File: src/hw/dodt_cfg.svh
// constants for the dynamic termination link and its controller
// assumes inclusion by bare name from the controller and device files
// Functional notes
// - either MR2 write bit set enables dynamic termination
// - controller refuses MR2 write termination loads with DLL off
// - MR1 bits 9,6,2 select nominal value
// - MR2 bits 10,9 select write value
// - nominal used in writes: only RZQ/2,4,6
// - idle: nominal value, gated by delayed pin
// - every write variant triggers dynamic switching
// - switch to write value at WL-2
// - back to nominal at latency plus 4/6
// - value undefined during transition window
// - pin and latencies govern on/off timing
// - pin high four clocks, also after chop
// - pin high six clocks after BL8 write
// - tied-high pin tolerated, single rank
// - nominal toggled in same MR1 as leveling
// - MR1 change settles after latency+tMOD+1
// - leveling: strobes nominal, data unterminated
// - latency equals CWL plus AL minus 2
`ifndef DODT_CFG_SVH
`define DODT_CFG_SVH
`define DODT_MR1_DLL_OFF 0
`define DODT_MR1_NOM_B0 2
`define DODT_MR1_AL_LO 3
`define DODT_MR1_NOM_B1 6
`define DODT_MR1_WLVL 7
`define DODT_MR1_NOM_B2 9
`define DODT_MR2_CWL_LO 3
`define DODT_MR2_WR_LO 9
`define DODT_MR2_WR_HI 10
`define DODT_MR0_CL_LO 4
`define DODT_MR0_BL_LO 0
`define DODT_OTF_BL8_BIT 12
`define DODT_CWL_BASE 5'h05
`define DODT_CL_BASE 5'h04
`define DODT_ODTL_SUB 5'h02
`define DODT_ODTH4 3'h4
`define DODT_ODTH8 3'h6
`define DODT_TMOD_CK 6'h0C
`define DODT_EXTRA_CK 6'h01
`define DODT_OFS_CTRL 12'h000
`define DODT_OFS_CMD 12'h004
`define DODT_OFS_STAT 12'h008
`endif

File: src/hw/dodt_pkg.sv
// types shared by both ends of the termination link
// assumes dodt_cfg.svh holds the numeric constants
package dodt_pkg;
    typedef enum logic [1:0] {DODT_CMD_NOP, DODT_CMD_MRS, DODT_CMD_WRITE} dodt_cmd_type;
    typedef enum logic [2:0] {
        DODT_RTT_OFF, DODT_RTT_RZQ2, DODT_RTT_RZQ4, DODT_RTT_RZQ6,
        DODT_RTT_RZQ8, DODT_RTT_RZQ12
    } dodt_rtt_type;
endpackage : dodt_pkg

File: src/hw/dodt_link_if.sv
// link between the memory controller and the termination logic
// assumes the controller makes ck and all inputs of the device
`timescale 1ns/1ps
interface dodt_link_if;
    import dodt_pkg::*;
    logic ck;
    logic rst_n;
    logic odt;
    dodt_cmd_type cmd;
    logic [1:0] msel;
    logic [12:0] addr;
    dodt_rtt_type rtt_dq;
    dodt_rtt_type rtt_dqs;
    logic settle;
    logic unsure;
    logic illegal;
    modport dev (input ck, rst_n, odt, cmd, msel, addr,
                 output rtt_dq, rtt_dqs, settle, unsure, illegal);
    modport ctl (output ck, rst_n, odt, cmd, msel, addr,
                 input rtt_dq, rtt_dqs, settle, unsure, illegal);
endinterface : dodt_link_if

File: src/hw/dodt_ctrl.sv
// memory controller end: APB registers, link clock and pin drive
// assumes pclk at 125 MHz; link clock is pclk divided by two
`timescale 1ns/1ps
`include "dodt_cfg.svh"
module dodt_ctrl (
    input wire logic pclk, // register clock
    input wire logic presetn, // async reset, active low
    input wire logic psel, // APB select
    input wire logic penable, // APB access phase
    input wire logic pwrite, // APB direction
    input wire logic [11:0] paddr, // APB byte address
    input wire logic [31:0] pwdata, // APB write data
    output logic [31:0] prdata, // APB read data
    output logic pready, // APB ready
    output logic pslverr, // APB error
    dodt_link_if.ctl link // link to the device
);
    import dodt_pkg::*;

    logic run;
    logic tie;
    logic level;
    logic pend;
    dodt_cmd_type pend_kind;
    logic [1:0] pend_sel;
    logic [12:0] pend_addr;
    logic [12:0] sh_mr0;
    logic [12:0] sh_mr1;
    logic [12:0] sh_mr2;
    logic err_dll;
    logic err_nom;
    logic ck_q;
    logic [2:0] hold;
    logic [2:0] next_hold;
    logic next_odt;
    logic [11:0] s1;
    logic [11:0] s2;
    logic wr_acc;
    logic cmd_hit;
    logic bad_dll;
    logic bad_nom;
    logic refuse;
    logic bl8;

    assign pready = 1'b1;
    assign wr_acc = psel && penable && pwrite;
    assign cmd_hit = wr_acc && paddr == `DODT_OFS_CMD;
    // an MR2 load enabling write termination while the MR1 shadow has the DLL off is refused
    assign bad_dll = pwdata[3:2] == 2'h2 && sh_mr1[`DODT_MR1_DLL_OFF] &&
                     |pwdata[16 + `DODT_MR2_WR_LO +: 2];
    // nominal used in writes must be RZQ/2, 4 or 6
    assign bad_nom = pwdata[3:2] == 2'h1 &&
                     ~|sh_mr2[`DODT_MR2_WR_HI:`DODT_MR2_WR_LO] &&
                     pwdata[16 + `DODT_MR1_NOM_B2];
    assign refuse = pwdata[1:0] == 2'h1 && (bad_dll || bad_nom);

    always_comb begin
        pslverr = 1'b0;
        if (psel && penable) begin
            if (cmd_hit) begin
                pslverr = pend || refuse;
            end else if (paddr != `DODT_OFS_CTRL && paddr != `DODT_OFS_STAT) begin
                pslverr = 1'b1;
            end
        end
    end

    always_ff @(posedge pclk or negedge presetn) begin
        if (!presetn) begin
            run <= 1'b0;
            tie <= 1'b0;
            level <= 1'b0;
        end else if (wr_acc && paddr == `DODT_OFS_CTRL) begin
            run <= pwdata[0];
            tie <= pwdata[1];
            level <= pwdata[2];
        end
    end

    // command slot; a whole MR1 word goes out in one load
    always_ff @(posedge pclk or negedge presetn) begin
        if (!presetn) begin
            pend <= 1'b0;
            pend_kind <= DODT_CMD_NOP;
            pend_sel <= 2'h0;
            pend_addr <= 13'h0000;
        end else if (cmd_hit && !pend && !refuse) begin
            pend <= 1'b1;
            pend_kind <= dodt_cmd_type'(pwdata[1:0]);
            pend_sel <= pwdata[3:2];
            pend_addr <= pwdata[28:16];
        end else if (ck_q) begin
            pend <= 1'b0;
        end
    end

    always_ff @(posedge pclk or negedge presetn) begin
        if (!presetn) begin
            sh_mr0 <= 13'h0000;
            sh_mr1 <= 13'h0000;
            sh_mr2 <= 13'h0000;
        end else if (cmd_hit && !pend && !refuse && pwdata[1:0] == 2'h1) begin
            case (pwdata[3:2])
                2'h0: sh_mr0 <= pwdata[28:16];
                2'h1: sh_mr1 <= pwdata[28:16];
                2'h2: sh_mr2 <= pwdata[28:16];
                default: ;
            endcase
        end
    end

    // sticky errors: set wins over write-one-to-clear
    always_ff @(posedge pclk or negedge presetn) begin
        if (!presetn) begin
            err_dll <= 1'b0;
            err_nom <= 1'b0;
        end else begin
            if (cmd_hit && pwdata[1:0] == 2'h1 && bad_dll) begin
                err_dll <= 1'b1;
            end else if (wr_acc && paddr == `DODT_OFS_STAT && pwdata[1]) begin
                err_dll <= 1'b0;
            end
            if (cmd_hit && pwdata[1:0] == 2'h1 && bad_nom) begin
                err_nom <= 1'b1;
            end else if (wr_acc && paddr == `DODT_OFS_STAT && pwdata[2]) begin
                err_nom <= 1'b0;
            end
        end
    end

    // link clock divider; odt, cmd, msel and addr change as ck falls, rst_n follows run on every rising pclk edge
    always_ff @(posedge pclk or negedge presetn) begin
        if (!presetn) begin
            ck_q <= 1'b0;
        end else begin
            ck_q <= run ? !ck_q : 1'b0;
        end
    end
    assign link.ck = ck_q;

    always_ff @(posedge pclk or negedge presetn) begin
        if (!presetn) begin
            link.rst_n <= 1'b0;
        end else begin
            link.rst_n <= run;
        end
    end

    assign bl8 = sh_mr0[`DODT_MR0_BL_LO +: 2] == 2'h0 ||
                 (sh_mr0[`DODT_MR0_BL_LO +: 2] == 2'h1 &&
                  pend_addr[`DODT_OTF_BL8_BIT]);

    // pin hold: remaining link clocks the pin must stay high
    always_comb begin
        next_hold = (hold != 3'h0) ? hold - 3'h1 : 3'h0;
        next_odt = level || tie || (hold != 3'h0);
        if (next_odt && !link.odt) begin
            next_hold = `DODT_ODTH4 - 3'h1;
        end
        if (next_odt && pend && pend_kind == DODT_CMD_WRITE) begin
            if (bl8 && next_hold < `DODT_ODTH8 - 3'h1) begin
                next_hold = `DODT_ODTH8 - 3'h1;
            end else if (next_hold < `DODT_ODTH4 - 3'h1) begin
                next_hold = `DODT_ODTH4 - 3'h1;
            end
        end
    end

    always_ff @(posedge pclk or negedge presetn) begin
        if (!presetn) begin
            hold <= 3'h0;
            link.odt <= 1'b0;
            link.cmd <= DODT_CMD_NOP;
            link.msel <= 2'h0;
            link.addr <= 13'h0000;
        end else if (ck_q) begin
            hold <= next_hold;
            link.odt <= next_odt;
            link.cmd <= pend ? pend_kind : DODT_CMD_NOP;
            link.msel <= pend_sel;
            link.addr <= pend_addr;
        end
    end

    // device status into the register domain
    always_ff @(posedge pclk or negedge presetn) begin
        if (!presetn) begin
            s1 <= 12'h000;
            s2 <= 12'h000;
        end else begin
            s1 <= {link.illegal, link.unsure, link.settle,
                   link.rtt_dqs, link.rtt_dq, 3'h0};
            s2 <= s1;
        end
    end

    always_ff @(posedge pclk or negedge presetn) begin
        if (!presetn) begin
            prdata <= 32'h00000000;
        end else if (psel && !penable && !pwrite) begin
            case (paddr)
                `DODT_OFS_CTRL: prdata <= {29'h0, level, tie, run};
                `DODT_OFS_STAT: prdata <= {20'h0, s2[11:3], err_nom, err_dll, pend};
                default: prdata <= 32'h00000000;
            endcase
        end
    end

endmodule : dodt_ctrl

File: src/flat_wrapper.sv
// flat-port wrapper written by rule: the top's interface ports become plain ports
module dodt_ctrl_flat import dodt_pkg::*;
  (pclk, presetn, psel, penable, pwrite, paddr, pwdata, prdata, pready, pslverr, link_ck, link_rst_n, link_odt, link_cmd, link_msel, link_addr, link_rtt_dq, link_rtt_dqs, link_settle, link_unsure, link_illegal);
  dodt_link_if link_i ();
  input wire logic pclk;
  input wire logic presetn;
  input wire logic psel;
  input wire logic penable;
  input wire logic pwrite;
  input wire logic [11:0] paddr;
  input wire logic [31:0] pwdata;
  output logic [31:0] prdata;
  output logic pready;
  output logic pslverr;
  output wire logic [$bits(link_i.ck)-1:0] link_ck;
  output wire logic [$bits(link_i.rst_n)-1:0] link_rst_n;
  output wire logic [$bits(link_i.odt)-1:0] link_odt;
  output wire logic [$bits(link_i.cmd)-1:0] link_cmd;
  output wire logic [$bits(link_i.msel)-1:0] link_msel;
  output wire logic [$bits(link_i.addr)-1:0] link_addr;
  input wire logic [$bits(link_i.rtt_dq)-1:0] link_rtt_dq;
  input wire logic [$bits(link_i.rtt_dqs)-1:0] link_rtt_dqs;
  input wire logic [$bits(link_i.settle)-1:0] link_settle;
  input wire logic [$bits(link_i.unsure)-1:0] link_unsure;
  input wire logic [$bits(link_i.illegal)-1:0] link_illegal;
  assign link_ck = link_i.ck;
  assign link_rst_n = link_i.rst_n;
  assign link_odt = link_i.odt;
  assign link_cmd = link_i.cmd;
  assign link_msel = link_i.msel;
  assign link_addr = link_i.addr;
  assign link_i.rtt_dq = link_rtt_dq;
  assign link_i.rtt_dqs = link_rtt_dqs;
  assign link_i.settle = link_settle;
  assign link_i.unsure = link_unsure;
  assign link_i.illegal = link_illegal;
  dodt_ctrl u_core (.pclk(pclk), .presetn(presetn), .psel(psel), .penable(penable), .pwrite(pwrite), .paddr(paddr), .pwdata(pwdata), .prdata(prdata), .pready(pready), .pslverr(pslverr), .link(link_i));
endmodule
File: config.mk
export PLATFORM = sky130hd
export DESIGN_NAME = dodt_ctrl_flat
export DESIGN_NICKNAME = d
export VERILOG_FILES = /design/src/hw/dodt_pkg.sv /design/src/hw/dodt_link_if.sv /design/src/hw/dodt_ctrl.sv /design/src/flat_wrapper.sv
export VERILOG_INCLUDE_DIRS = /design/src /design/src/hw
export SDC_FILE = /design/constraint.sdc
export NUM_CORES = 1
export LEC_CHECK = 0
export ABC_AREA = 1
export BUFFER_PORTS_ARGS = -buffer_cell sky130_fd_sc_hd__buf_2
export CAP_MARGIN = 15
export CORE_MARGIN = 1.5
export CORE_UTILIZATION = 44
export DETAILED_ROUTE_END_ITERATION = 6
export PLACE_DENSITY = 0.73
export SLEW_MARGIN = 20
export SYNTH_ARGS = -nofsm -noshare
export SYNTH_HDL_FRONTEND = slang
export SYNTH_SLANG_ARGS = --single-unit
File: constraint.sdc
create_clock -name pclk -period 1.8 [get_ports pclk]
set_input_delay 0.18 -clock pclk [delete_from_list [all_inputs] [get_ports pclk]]
set_output_delay 0.18 -clock pclk [all_outputs]
set_load 0.02 [all_outputs]
== After elaboration in Yosys (flattened, before gate mapping) ==
Cells that the tools add are included.
Operators by class
  order comparisons: 2
  multiplexer cells: 17
  eq/ne operators: 8
  $add $sub $neg: 1
  reductions and logical operators: 51
Operators with widths (count)
  $logic_and 1x1->1: 26
  $pmux 12 s2: 1
  $mux 3: 5
  $eq 12x3->1 const B: 1
  $eq 12x4->1 const B: 1
  $logic_not 12->1: 1
  $ne 12x4->1 const B: 1
  $reduce_bool 12->1: 1
  $mux 1: 10
  $logic_not 1->1: 7
  $eq 2x1->1 const B: 3
  $reduce_and 2->1: 3
  $reduce_bool 2->1: 3
  $logic_or 1x1->1: 5
  $eq 2x2->1 const B: 2
  $logic_not 2->1: 2
  $reduce_or 2->1: 2
  $lt 3x2->1 const B: 1
  $lt 3x3->1 const B: 1
  $reduce_bool 3->1: 1
  $sub 3x1->3 const B: 1
  $mux 2: 1
Word-level totals
  logic and storage cells: 101
  input port bits: 58
  bits in registers: 110
  output and inout port bits: 54

== Longest topological paths before layout ==
  depth after elaboration: 10
  mapped depth: 11
  mapped depth without buffers: 11

== Worst setup path after synthesis ==
OpenSTA, ideal clock, no wires.
  kind: reg2out
  start: register u_core.sh_mr2[10]
  end: output pslverr
  data arrival time: 1211 ps
  path buffers: 1
  stages on the path, launching flop included: 9
  path slack: 409 ps
  data required time: 1620 ps
  cell sequence: dfrtp_1 > nor2_1 > nand3_1 > nand2_1 > nand2_1 > inv_2 > nor2_4 > buf_6 > nor3_2
Between the ends
  longest elaborated chain between the ends: 9
RTL lines
  from (decl): line dodt_ctrl.sv:29  | logic [12:0] sh_mr2;
  from (signal assigned): line dodt_ctrl.sv:106  | 2'h2: sh_mr2 <= pwdata[28:16];
  $reduce_or 2->1: line dodt_ctrl.sv:53  | ~|sh_mr2[`DODT_MR2_WR_HI:`DODT_MR2_WR_LO] &&
  $logic_not 1->1: line dodt_ctrl.sv:53
  $logic_and 1x1->1 (2 in a row): line dodt_ctrl.sv:52  | assign bad_nom = pwdata[3:2] == 2'h1 &&
  $logic_or 1x1->1: line dodt_ctrl.sv:55  | assign refuse = pwdata[1:0] == 2'h1 && (bad_dll || bad_nom);
  $logic_and 1x1->1: line dodt_ctrl.sv:55
  $logic_or 1x1->1: line dodt_ctrl.sv:61  | pslverr = pend || refuse;
  $mux 1: line dodt_ctrl.sv:60  | if (cmd_hit) begin
  $mux 1: line dodt_ctrl.sv:59  | if (psel && penable) begin
  to (decl): line flat_wrapper.sv:14  | output logic pslverr;
Every way passes these cells.

== Worst setup path in the final report ==
Same ends and word-level chain as after synthesis.

==> results_dict.tcl <==
set metrics [dict create \
    required_ns 1.62 \
    coreArea_mm2 0.00737 \
    min_from "pwdata[23]" \
    fmax_mhz 603 \
    diodes 0 \
    die_x_um 90.9 \
    synth_compound_area_frac 0.0604 \
    regArea_mm2 0.00203 \
    synth_top_family_by_area "simple AND/OR/NAND/NOR gates" \
    cts_buffer_depth 2 \
    grt_antenna_before_repair 0 \
    power_density_mw_per_mm2 846 \
    place_hpwl_um 4750 \
    wirelength_um 6710 \
    grt_overflow 0 \
    max_stage_delay_ns 0.40 \
    fillers 674 \
    setup_viol 0 \
    r2r-start "u_core.pend" \
    synth_warnings 0 \
    port_buffers 75 \
    p_total_w 0.00350 \
    postSynthCellCount 376 \
    tightest_slew_ns 0.610 \
    start_util 0.461 \
    grt_max_degree 49 \
    max_cap_viol_count 0 \
    gp_congestion 0.803 \
    wire_per_inst_um 11.7 \
    synth_mux_area_frac 0 \
    hold_ws_ns 0.0375 \
    cts_made_buffers 9 \
    min_period_ns 1.66 \
    peakVddDrop_mv 0.484 \
    die_h_um 90.9 \
    final_util 0.561 \
    grt_pass1_vias 2610 \
    holdCritPathClass "in -> reg" \
    insertion_delay_ns 0.34 \
    ys_ff_latch 81 \
    area_delta_synth_final_pct 21.6 \
    synth-xor-area-share 0 \
    tritoncts "yes" \
    worst-r2r-cell-count 6 \
    final_common_cell "nand2_1" \
    drt_iter0_markers 165 \
    layout_common_cells "nand2_1, dfrtp_1, buf_2" \
    crit_path_end_kind "output port" \
    ant_nets 0 \
    drv_slew 0 \
    status "finished clean" \
    first_pass_iters 4 \
    path_class "reg -> out" \
    layout.nets 527 \
    multi_input_area_mm2 0.00108 \
    reg2reg_to "u_core.pend_addr[0]" \
    synthSimpleGateAreaFrac 0.232 \
    synthesis.area_mm2 0.00340 \
    min_to "u_core.pend_addr[7]" \
    critPathArrivalTime_ns 1.48 \
    syn_area_per_cell_um2 9.03 \
    drc 0 \
    path_max_fanout 3 \
    cts-htree-levels 3 \
    finalClockSkew_ns 0.00926 \
    root_buffer "clkbuf_8" \
    crit_chain "nor2_2, nand3_2, nand2_1, nand2_1, inv_2, nor2_4, nor3_2, buf_4" \
    grt_util_all_layers 0.180 \
    ys_seq_area_frac 0.597 \
    clock_sinks 81 \
    start_kind "flip-flop" \
    rows 31 \
    io_pins 112 \
    hold_viol_final 0 \
    ff2ff_setup_slack_ns 0.34 \
    p_leak_nw 2.29 \
    routed_via_density 4.59 \
    cts.clk_slew.worst_paths_ns 0.08 \
    fin_crit_sh 0.922 \
    layout-drive-gt1-share 0.242 \
    grt_pass1_wl_um 11800 \
    cp_slowest_cell "dfrtp_1" \
    relSlewSlack 0.593 \
    yosysUniqueCellTypes 25 \
    dieArea_mm2 0.00826 \
    crit_top_cell "nand2_1" \
    synth_fa_ha_area_frac 0 \
    whs_path_depth 3 \
    vias 2620 \
]
==> cell usage after synthesis <==
master / instances / share of area
o21ai_1: 2 / 0.0029
o31ai_1: 10 / 0.022
nor2_2: 4 / 0.0074
buf_2: 2 / 0.0029
nand2_1: 130 / 0.14
nand4_1: 7 / 0.013
inv_1: 36 / 0.040
inv_4: 1 / 0.0018
dfrtp_1: 81 / 0.60
nor2_4: 3 / 0.0099
clkbuf_1: 6 / 0.0066
a21oi_1: 6 / 0.0088
a21o_1: 1 / 0.0022
o22ai_1: 2 / 0.0037
o21ai_0: 14 / 0.021
nand3_1: 9 / 0.013
nor3_2: 1 / 0.0029
nor2_1: 24 / 0.027
nand3b_1: 1 / 0.0022
inv_2: 4 / 0.0044
buf_6: 2 / 0.0066
conb_1: 2 / 0.0022
buf_4: 21 / 0.046
nand3_2: 2 / 0.0059
nor3_1: 5 / 0.0074
==> critical path: cells and delay by family (launching register included) <==
| kind | cells | cell delay, ns |
|---|---|---|
| and+or+nand+nor | 6 | 0.51 |
| buffers and inverters | 2 | 0.24 |
| DFF | 1 | 0.40 |
==> power breakdown <==
group / internal [W] / total [W] / switching, W
clock: 0.000662 / 0.00127 / 0.000609
sequential: 0.00187 / 0.00190 / 0.0000314
combinational: 0.000109 / 0.000324 / 0.000214
total: 0.00264 / 0.00350 / 0.000855
==> final cells by class <==
class	instances	share of cell area
Sequential cell	81	0.491
Multi-Input combinational cell	242	0.261
Timing Repair Buffer	94	0.136
Inverter	41	0.0379
Clock buffer	11	0.0342
Tap cell	99	0.0300
Clock inverter	3	0.0103
==> metal layers <==
| metal | GRT usage | part of all wire |
|---|---|---|
| met5 | 0 | 0 |
| met4 | 0.0911 | 0.020 |
| met3 | 0.0387 | 0.051 |
| met2 | 0.299 | 0.50 |
| met1 | 0.220 | 0.42 |
==> metrics by stage <==
| step | worst slack, ns | instances | area [µm²] | TNS (ns) |
|---|---|---|---|---|
| floorplan | 0.409 | 395 | 3470 | 0 |
| global placement | 0.250 | 543 | 3810 | 0 |
| detailed placement | 0.215 | 543 | 3810 | 0 |
| CTS | 0.0229 | 567 | 4090 | 0 |
| global route | -0.00387 | 571 | 4130 | -0.00387 |
| finish | 0.141 | 571 | 4130 | 0 |
==> state kept, by name, summed over array words and instances, names as in the netlist <==
signal,count
u_core.level,1
u_core.sh_mr1,1
u_core.pend,1
u_core.link.ck,1
u_core.pend_kind,2
u_core.sh_mr2,2
u_core.err_dll,1
u_core.tie,1
u_core.run,1
u_core.s1,9
u_core.s2,9
u_core.pend_addr,13
u_core.prdata,12
u_core.sh_mr0,2
u_core.pend_sel,2
u_core.link.addr,13
u_core.link.rst_n,1
u_core.link.msel,2
u_core.link.odt,1
u_core.hold,3
u_core.err_nom,1
u_core.link.cmd,2
==> kinds of logic (layout without fill, tap and decap cells) <==
group / after synthesis / after routing
other: 2 / 21
AOI/OAI and AO/OA: 35 / 35
DFF: 81 / 81
buffers and inverters: 72 / 149
and+or+nand+nor: 186 / 186
==> what timing repair did <==
| item | in CTS | in global routing |
|---|---|---|
| hold buffers | 10 | 0 |
| gates resized for setup | 0 | 3 |
| endpoints found under the hold margin | 42 | 0 |
| buffers inserted | 0 | 4 |
| setup endpoints to repair | 0 | 1 |
==> worst max path at each step <==
| stage | start | end | cells after the start |
|---|---|---|---|
| global route | u_core.sh_mr2[10] | pslverr | 8 |
| finish | u_core.sh_mr2[10] | pslverr | 8 |
| CTS | u_core.pend | pslverr | 5 |
| floorplan | u_core.sh_mr2[10] | pslverr | 8 |
| global placement | paddr[11] | u_core.pend_addr[10] | 9 |
| detailed placement | paddr[11] | u_core.pend_kind[1] | 9 |
No activity file was read; power rests on OpenSTA's default activity.
